--- src/design/uer_pkg.sv ---
package uer_pkg;
  // register byte addresses on the apb bus
  localparam logic [7:0] UER_OFS_FLAGS = 8'h00;
  localparam logic [7:0] UER_OFS_ENABLE = 8'h04;
  localparam logic [7:0] UER_OFS_DESC = 8'h08;
  localparam logic [7:0] UER_OFS_STREAM = 8'h0C;
  // error bit positions, shared by flag and enable registers
  localparam int UER_BIT_PID = 0;
  localparam int UER_BIT_TOKCRC = 1;
  localparam int UER_BIT_DATCRC = 2;
  localparam int UER_BIT_FSIZE = 3;
  localparam int UER_BIT_TURN = 4;
  localparam int UER_BIT_STUFF = 7;
  localparam logic [7:0] UER_IMPL_MASK = 8'h9F;
  localparam logic [7:0] UER_RESET = 8'h00;
  // descriptor status bits and the stream address marker
  localparam int UER_DS_KEEP = 5;
  localparam int UER_DS_ADDRESS_INCREMENT_DISABLE = 4;
  localparam logic [15:0] UER_STREAM_ADDR = 16'hFFFF;
  localparam int UER_EP_NUM = 16;

  // apb request from the master
  typedef struct packed {
    logic sel;
    logic enable;
    logic write;
    logic [7:0] addr;
    logic [31:0] wdata;
  } uer_apb_s;

  // streaming port data beat
  typedef struct packed {
    logic valid;
    logic [3:0] ep;
    logic [7:0] data;
  } uer_beat_s;
endpackage : uer_pkg

--- src/design/uer_top.sv ---
`timescale 1ns/1ns
module uer_top
  import uer_pkg::*;
(
  input wire logic clk_i,
  input wire logic srst_i,
  input wire logic psel_i,
  input wire logic penable_i,
  input wire logic pwrite_i,
  input wire logic [7:0] paddr_i,
  input wire logic [31:0] pwdata_i,
  output logic [31:0] prdata_o,
  output logic pready_o,
  output logic pslverr_o,
  input wire logic [7:0] err_event_i,
  input wire logic [3:0] xfer_ep_i,
  input wire logic xfer_valid_i,
  input wire logic [7:0] xfer_data_i,
  output logic [7:0] xfer_data_o,
  output logic xfer_to_ram_o,
  output logic [15:0] ram_addr_o,
  output logic [7:0] stream_data_o,
  output logic stream_valid_o,
  output logic [3:0] stream_ep_o,
  input wire logic [7:0] stream_data_i,
  output logic err_irq_o
);

  // descriptor of one endpoint: address and status bits
  function automatic logic is_stream(input logic [15:0] a, input logic k,
                                     input logic d);
    is_stream = (a == UER_STREAM_ADDR) && k && d;
  endfunction : is_stream

  uer_apb_s req;
  logic [7:0] flag_q, flag_d;
  logic [7:0] en_q, en_d;
  logic [15:0] dadr_q [UER_EP_NUM];
  logic [7:0] dstat_q [UER_EP_NUM];
  logic [3:0] dsel_q;
  logic ready_q;
  logic [31:0] rdata_q;
  logic slverr_q;
  logic irq_q;
  logic [7:0] xdo_q;
  logic xram_q;
  logic [15:0] raddr_q;
  uer_beat_s sbeat_q;

  // bus request decode
  assign req = '{psel_i, penable_i, pwrite_i, paddr_i, pwdata_i};
  wire acc = req.sel && req.enable && !ready_q;
  wire wr = req.sel && req.enable && ready_q && req.write; // commit at ready
  wire hit_flag = req.addr == UER_OFS_FLAGS;
  wire hit_en = req.addr == UER_OFS_ENABLE;
  wire hit_desc = req.addr == UER_OFS_DESC;
  wire hit_sel = req.addr == UER_OFS_STREAM;
  wire mapped = hit_flag || hit_en || hit_desc || hit_sel;

  // flags: events set (set wins), write one clears
  wire [7:0] clr = (wr && hit_flag) ? req.wdata[7:0] : 8'h00;
  assign flag_d = ((flag_q & ~clr) | err_event_i) & UER_IMPL_MASK;

  // enables: unimplemented bits forced to zero
  assign en_d = (wr && hit_en) ? (req.wdata[7:0] & UER_IMPL_MASK)
                               : en_q;

  // combined error interrupt from enabled flags only
  wire [7:0] gated = flag_q & en_q;
  wire irq_d = |gated;

  // routing decision for the current endpoint
  wire [15:0] cur_adr = dadr_q[xfer_ep_i];
  wire [7:0] cur_st = dstat_q[xfer_ep_i];
  wire route_stream = is_stream(cur_adr, cur_st[UER_DS_KEEP],
                                cur_st[UER_DS_ADDRESS_INCREMENT_DISABLE]);
  wire [15:0] next_adr = cur_st[UER_DS_ADDRESS_INCREMENT_DISABLE] ? cur_adr
                       : 16'(cur_adr + 16'h0001);

  // read mux
  wire [31:0] rd_d = hit_flag ? {24'h0, flag_q}
                   : hit_en ? {24'h0, en_q}
                   : hit_desc ? {8'h0, dstat_q[dsel_q], dadr_q[dsel_q]}
                   : hit_sel ? {28'h0, dsel_q} : 32'h0;

  // error flags, enables and interrupt
  always_ff @(posedge clk_i) begin
    if (srst_i) begin
      flag_q <= UER_RESET;
      en_q <= UER_RESET;
      irq_q <= 1'b0;
    end else begin
      flag_q <= flag_d;
      en_q <= en_d;
      irq_q <= irq_d;
    end
  end

  // apb answer one cycle into the access phase
  always_ff @(posedge clk_i) begin
    if (srst_i) begin
      ready_q <= 1'b0;
      rdata_q <= 32'h0000_0000;
      slverr_q <= 1'b0;
      dsel_q <= 4'h0;
    end else begin
      ready_q <= acc;
      slverr_q <= acc && !mapped;
      if (acc && !req.write) rdata_q <= rd_d;
      if (wr && hit_sel) dsel_q <= req.wdata[3:0];
    end
  end

  // descriptor table, written by software, advanced by the engine
  generate
    for (genvar i = 0; i < UER_EP_NUM; i++) begin : g_desc
      wire act = xfer_valid_i && (xfer_ep_i == 4'(i)) && !route_stream;
      always_ff @(posedge clk_i) begin
        if (srst_i) begin
          dadr_q[i] <= 16'h0000;
          dstat_q[i] <= 8'h00;
        end else if (wr && hit_desc && dsel_q == 4'(i)) begin
          dadr_q[i] <= req.wdata[15:0];
          dstat_q[i] <= req.wdata[23:16];
        end else if (act) begin
          dadr_q[i] <= next_adr;
        end
      end
    end
  endgenerate

  // data path: ram or streaming port, no cpu per byte
  always_ff @(posedge clk_i) begin
    if (srst_i) begin
      xdo_q <= 8'h00;
      xram_q <= 1'b0;
      raddr_q <= 16'h0000;
      sbeat_q <= '0;
    end else begin
      xram_q <= xfer_valid_i && !route_stream;
      raddr_q <= cur_adr;
      sbeat_q.valid <= xfer_valid_i && route_stream;
      sbeat_q.ep <= xfer_ep_i;
      sbeat_q.data <= xfer_data_i;
      xdo_q <= route_stream ? stream_data_i : 8'h00;
    end
  end

  assign prdata_o = rdata_q;
  assign pready_o = ready_q;
  assign pslverr_o = slverr_q;
  assign err_irq_o = irq_q;
  assign xfer_data_o = xdo_q;
  assign xfer_to_ram_o = xram_q;
  assign ram_addr_o = raddr_q;
  assign stream_valid_o = sbeat_q.valid;
  assign stream_ep_o = sbeat_q.ep;
  assign stream_data_o = sbeat_q.data;

  // assertions
  property p_irq_turn;
    @(posedge clk_i) disable iff (srst_i)
    (flag_q[UER_BIT_TURN] && en_q[UER_BIT_TURN]) |=> err_irq_o;
  endproperty
  a_irq_turn: assert property (p_irq_turn) else $error("turn irq");
  property p_tok_block;
    @(posedge clk_i) disable iff (srst_i)
    ((flag_q & en_q) == 8'h00) |=> !err_irq_o;
  endproperty
  a_tok_block: assert property (p_tok_block) else $error("leak");
  property p_res_zero;
    @(posedge clk_i) disable iff (srst_i) (en_q[6:5] == 2'b00)
      && (flag_q[6:5] == 2'b00);
  endproperty
  a_res_zero: assert property (p_res_zero) else $error("resv");
  property p_or;
    @(posedge clk_i) disable iff (srst_i)
    (|(flag_q & en_q)) |=> err_irq_o;
  endproperty
  a_or: assert property (p_or) else $error("or");
  property p_poll;
    @(posedge clk_i) disable iff (srst_i)
    err_event_i[UER_BIT_TOKCRC] |=> flag_q[UER_BIT_TOKCRC];
  endproperty
  a_poll: assert property (p_poll) else $error("flag lost");
  property p_stream;
    @(posedge clk_i) disable iff (srst_i)
    (xfer_valid_i && route_stream) |=> stream_valid_o && !xfer_to_ram_o;
  endproperty
  a_stream: assert property (p_stream) else $error("route");
  property p_ram;
    @(posedge clk_i) disable iff (srst_i)
    (xfer_valid_i && !route_stream) |=> xfer_to_ram_o && !stream_valid_o;
  endproperty
  a_ram: assert property (p_ram) else $error("ram route");
  property p_noinc;
    @(posedge clk_i) disable iff (srst_i)
    (xfer_valid_i && route_stream && !(wr && hit_desc))
      |=> (dadr_q[stream_ep_o] == $past(cur_adr));
  endproperty
  a_noinc: assert property (p_noinc) else $error("addr moved");
  property p_rst_en;
    @(posedge clk_i) srst_i |=> (en_q == 8'h00);
  endproperty
  a_rst_en: assert property (p_rst_en) else $error("en reset");

  // turnaround flag with nothing enabled stays off the interrupt
  property p_to_off;
    @(posedge clk_i) disable iff (srst_i)
    (flag_q[UER_BIT_TURN] && ((flag_q & en_q) == 8'h00)) |=> !err_irq_o;
  endproperty
  a_to_off: assert property (p_to_off) else $error("to leak");

  // enabled token crc flag reaches the interrupt
  property p_tok_pass;
    @(posedge clk_i) disable iff (srst_i)
    (flag_q[UER_BIT_TOKCRC] && en_q[UER_BIT_TOKCRC]) |=> err_irq_o;
  endproperty
  a_tok_pass: assert property (p_tok_pass) else $error("tok");

  // enable writes keep only the implemented bits
  property p_en_wr;
    @(posedge clk_i) disable iff (srst_i)
    (wr && hit_en) |=> (en_q == (UER_IMPL_MASK & $past(req.wdata[7:0])));
  endproperty
  a_en_wr: assert property (p_en_wr) else $error("en write");

  // every event on an implemented bit sets its flag, even against a clear
  property p_set_all;
    @(posedge clk_i) disable iff (srst_i)
    (|err_event_i) |=> ((flag_q & $past(err_event_i))
      == ($past(err_event_i) & UER_IMPL_MASK));
  endproperty
  a_set_all: assert property (p_set_all) else $error("set");

  // flags and interrupt clear on reset as well
  property p_rst_flag;
    @(posedge clk_i) srst_i |=> ((flag_q == UER_RESET) && !err_irq_o);
  endproperty
  a_rst_flag: assert property (p_rst_flag) else $error("rst");

  // a streamed beat carries the engine byte and endpoint out
  property p_beat_out;
    @(posedge clk_i) disable iff (srst_i)
    (xfer_valid_i && route_stream)
      |=> ((stream_data_o == $past(xfer_data_i))
      && (stream_ep_o == $past(xfer_ep_i)));
  endproperty
  a_beat_out: assert property (p_beat_out) else $error("beat");

  // a streamed beat returns the external byte to the engine
  property p_beat_in;
    @(posedge clk_i) disable iff (srst_i)
    (xfer_valid_i && route_stream)
      |=> (xfer_data_o == $past(stream_data_i));
  endproperty
  a_beat_in: assert property (p_beat_in) else $error("beat in");

  // a descriptor write lands in the selected endpoint
  property p_desc_wr;
    @(posedge clk_i) disable iff (srst_i)
    (wr && hit_desc) |=> (dadr_q[dsel_q] == $past(req.wdata[15:0]));
  endproperty
  a_desc_wr: assert property (p_desc_wr) else $error("desc");

  // only the ffff marker opens the streaming port
  property p_mark;
    @(posedge clk_i) disable iff (srst_i)
    (xfer_valid_i && (cur_adr != UER_STREAM_ADDR)) |=> !stream_valid_o;
  endproperty
  a_mark: assert property (p_mark) else $error("marker");

  // without the keep bit the beat never streams
  property p_keep_off;
    @(posedge clk_i) disable iff (srst_i)
    (xfer_valid_i && !cur_st[UER_DS_KEEP]) |=> !stream_valid_o;
  endproperty
  a_keep_off: assert property (p_keep_off) else $error("keep");

  // ram beats advance the address unless increment is off
  property p_inc;
    @(posedge clk_i) disable iff (srst_i)
    (xfer_valid_i && !route_stream && !cur_st[UER_DS_ADDRESS_INCREMENT_DISABLE]
      && !(wr && hit_desc))
      |=> (dadr_q[stream_ep_o] == 16'($past(cur_adr) + 16'h0001));
  endproperty
  a_inc: assert property (p_inc) else $error("addr inc");

  // ram beats present the address they used
  property p_ram_adr;
    @(posedge clk_i) disable iff (srst_i)
    (xfer_valid_i && !route_stream) |=> (ram_addr_o == $past(cur_adr));
  endproperty
  a_ram_adr: assert property (p_ram_adr) else $error("ram addr");

  // nothing but a routed engine beat reaches the port
  property p_port_src;
    @(posedge clk_i) disable iff (srst_i)
    stream_valid_o |-> $past(xfer_valid_i && route_stream);
  endproperty
  a_port_src: assert property (p_port_src) else $error("port");
endmodule : uer_top

--- config.mk ---
export PLATFORM = sky130hd
export DESIGN_NAME = uer_top
export DESIGN_NICKNAME = d
export VERILOG_FILES = /design/src/design/uer_pkg.sv /design/src/design/uer_top.sv
export SDC_FILE = /design/constraint.sdc
export NUM_CORES = 1
export LEC_CHECK = 0
export BUFFER_PORTS_ARGS = -buffer_cell sky130_fd_sc_hd__buf_4
export CAP_MARGIN = 0
export CORE_MARGIN = 2
export CORE_UTILIZATION = 55
export CTS_BUF_LIST = sky130_fd_sc_hd__clkbuf_8
export DETAILED_ROUTE_END_ITERATION = 7
export PLACE_DENSITY_LB_ADDON = 0.05
export SETUP_SLACK_MARGIN = 0.3
export SLEW_MARGIN = 10
export SYNTH_ARGS = -nofsm -noshare
export SYNTH_HDL_FRONTEND = slang
export SYNTH_SLANG_ARGS = --single-unit
--- constraint.sdc ---
create_clock -name clk_i -period 3.5 [get_ports clk_i]
set_clock_uncertainty 0.05 [all_clocks]
set_input_delay 0.525 -clock clk_i [delete_from_list [all_inputs] [get_ports clk_i]]
set_output_delay 0.525 -clock clk_i [all_outputs]
set_load 0.05 [all_outputs]
==> impl_metrics.toml <==
[die]
start_util_pct = 55.7
rows = 76
num_io_pins = 147
coreArea_mm2 = 0.0431
fp.dieW_um = 213
die_h_um = 213
die_area_mm2 = 0.0453

[clock_tree]
clk_latency_ps = 670
cts_max_level = 3
cts_tree = "built"
cts_buffer_depth = 3
numCtsBuffers = 80
clkSinkCount = 469
cts-root-buf = "clkbuf_8"
clk_pin_slew_worst_paths_ps = 70

[power_and_ir_drop]
total_power_w = 0.0124
p_sw_share_pct = 26.2
p_leak_nw = 10.5
power_density_mw_per_mm2 = 427
clkPwrFrac_pct = 37.4
p_int_w = 0.00917
p_switching_w = 0.00326
ir_drop_mv = 0.258
p_comb_share_pct = 11.8
seqPwrFrac_pct = 50.8

[route]
dr_total_vias = 18200
viasPerCell = 6.43
drt_first_pass_iters = 8
drtAntennaViolNets = 0
route.detailed.drc = 0
wl_per_cell_um = 29.3
drt_wl_total_mm = 83.0
first_iter_violations = 2374

[critical_path]
path_class = "flop to flop"
start_kind = "flop"
cp-end-kind = "flop"
worstPathMaxFanout = 7
cp.arrival_ps = 3470
cp_data_required_time_ps = 3820

[synthesis]
synth-edff-count = 384
ys_seq_elements = 469
ys_top_cells_by_area = "edfxtp_1 48%, mux4_2 17%, dfxtp_1 7.1%"
synth-main-ff-cell = "edfxtp_1"
synth_cells = 1920
synth_top_area_cell = "edfxtp_1"
synthArstFlopShare_pct = 0
syn-cell-area_mm2 = 0.0240
ys_seq_area_share_pct = 55.1
yosysWarnings = 0
syn_area_per_cell_um2 = 12.5
ys_types = 53
yosys.area.top_type_share_pct = 48.0

[sta]
setup_violations = 0
rsz0062_at_grt = "yes"
slew_violations = 0
max-slew-margin-rel_pct = 36.3
worst_pin_slew_ps = 956
hold_viol_final = 0
max_freq_mhz = 318
period_share_pct = 89.9
fin_crit_ps = 3150

[global_routing]
grt_start_max_net_pins = 60
antenna_found_initial = 6
grt_overflow_total = 0
grt_pass1_wl_mm = 119
grtUsageTotal_pct = 37.3
grt_pass1_vias = 18000

[job]
drv_cap = 0

[placement]
port_buffers = 128
post-dp-hpwl_mm = 55.0
place_congestion = 0.911

[layout]
areaGrowthSynthToFinish_pct = 21.3
drive_gt1_share_pct = 31.0
final_nets = 2254
postLayoutCoreUtil_pct = 67.6

[run_status]
status = "finished clean"

[worst_hold_path]
hold_class = "primary input to flop"
-- per-stage QoR --
step | setup slack, ps | instances | setup TNS (ps) | cell area (um2) | hold WS, ps
2_1_floorplan | 306 | 1927 | 0 | 24200 | 419
3_3_place_gp | -292 | 2662 | -88120 | 27400 | 415
3_5_place_dp | -340 | 2662 | -99350 | 27400 | 423
4_1_cts | 312 | 2827 | 0 | 29000 | 0.0432
5_1_grt | 249 | 2830 | 0 | 29100 | 20.6
6_report | 353 | 2832 | 0 | 29100 | 41.9
-- routing by layer --
layer  global-route usage, %  part of all wire (%)  vias to the layer above
li1                        -                     -                     7686
met1                    48.8                    36                     9011
met2                    57.4                    46                     1247
met3                    11.0                    13                      267
met4                    18.1                   4.8                        4
met5                       0                 0.031                        -
-- power by group through the flow --
| stage | logic (W) | registers, W | clock network (W) |
|---|---|---|---|
| final | 0.00146 | 0.00631 | 0.00465 |
| after detailed placement | 0.00140 | 0.00643 | 0 |
| after global routing | 0.00151 | 0.00633 | 0.00492 |
| after global placement | 0.00139 | 0.00641 | 0 |
| after CTS | 0.00142 | 0.00631 | 0.00468 |
| after floorplan | 0.000667 | 0.00648 | 0 |
-- logic make-up (layout without fill, tap and decap cells) --
logic type,after synthesis,count (layout),share of synthesized area [%]
fa+ha+maj,1,1,0.0521
compound gates,375,375,8.89
flops,469,469,55.1
buf+inv,192,510,3.61
other cells,1,10,0.0156
mux,215,215,18.4
xor+xnor,14,14,0.542
simple gates,653,653,13.4
-- path summary, 6_finish.rpt --
kind                                          startpoint                 endpoint  slack, ps  cells past startpoint
worst min register to register       pready_o$_SDFF_PP0_      pready_o$_SDFF_PP0_        430                      1
worst max-delay path            dadr_q[12][14]$_DFFE_PP_  dadr_q[14][6]$_DFFE_PP_        350                     11
worst max register to register  dadr_q[12][14]$_DFFE_PP_  dadr_q[14][6]$_DFFE_PP_        350                     11
worst min-delay path                      err_event_i[2]     flag_q[2]$_SDFF_PP0_         40                      3
-- cells in the mapped netlist (18+ instances only) --
cell type	number
a211oi_1	18
clkbuf_1	113
dfxtp_1	85
a21oi_1	35
nand2_1	299
nor2b_1	40
mux4_2	181
buf_2	31
and2_1	140
a22oi_1	53
edfxtp_1	384
nand2b_1	37
nor2_1	70
o21ai_0	220
mux2i_1	34
-- worst max-delay path, stage by stage (launching register included) --
cell and delay, ps:
edfxtp_1 410, mux4_2 480, mux4_2 580, a21boi_1 170, nand4_1 130, buf_6 140, nor4_4 80, nor3_4 200
buf_4 170, nand3_4 110, nand2b_4 170, buf_12 140
-- cell usage in the layout, fill, tap and decap left out, drive strengths merged, types with 38 or more instances in the layout --
master | Yosys | layout
nor2b | 41 | 41
a22oi | 53 | 53
clkbuf | 123 | 86
edfxtp | 384 | 384
mux4 | 181 | 181
dfxtp | 85 | 85
nor2 | 72 | 72
nand2 | 300 | 300
inv | 3 | 38
and2 | 141 | 141
buf | 66 | 344
o21ai | 245 | 245
-- final cells by class --
cell class / instances / area [um2]
diodes: 2 / 5.00
repair buffers: 359 / 3510
multi-input cells: 1266 / 10200
inverters: 3 / 11.3
clock buffers: 86 / 1180
flip-flops and latches: 469 / 13200
well taps: 585 / 732
clock inverters: 62 / 284
fillers: 3184 / 13900
-- what timing repair did --
action,in CTS,in global routing
hold endpoints to repair,15,0
pin swaps,3,7
hold buffers,15,0
setup endpoints to repair,90,355
gates resized for setup,2,32
setup buffers,2,3
-- sequential cells by signal, indices dropped and copies added, names as in the netlist, named ones only --
name,count
pready_o,1
ram_addr_o,16
dstat_q,128
dadr_q,256
pslverr_o,1
prdata_o,24
en_q,6
err_irq_o,1
flag_q,6
stream_ep_o,4
dsel_q,4
stream_data_o,8
xfer_data_o,8
xfer_to_ram_o,1
stream_valid_o,1
No activity file was read; power rests on OpenSTA's default activity.
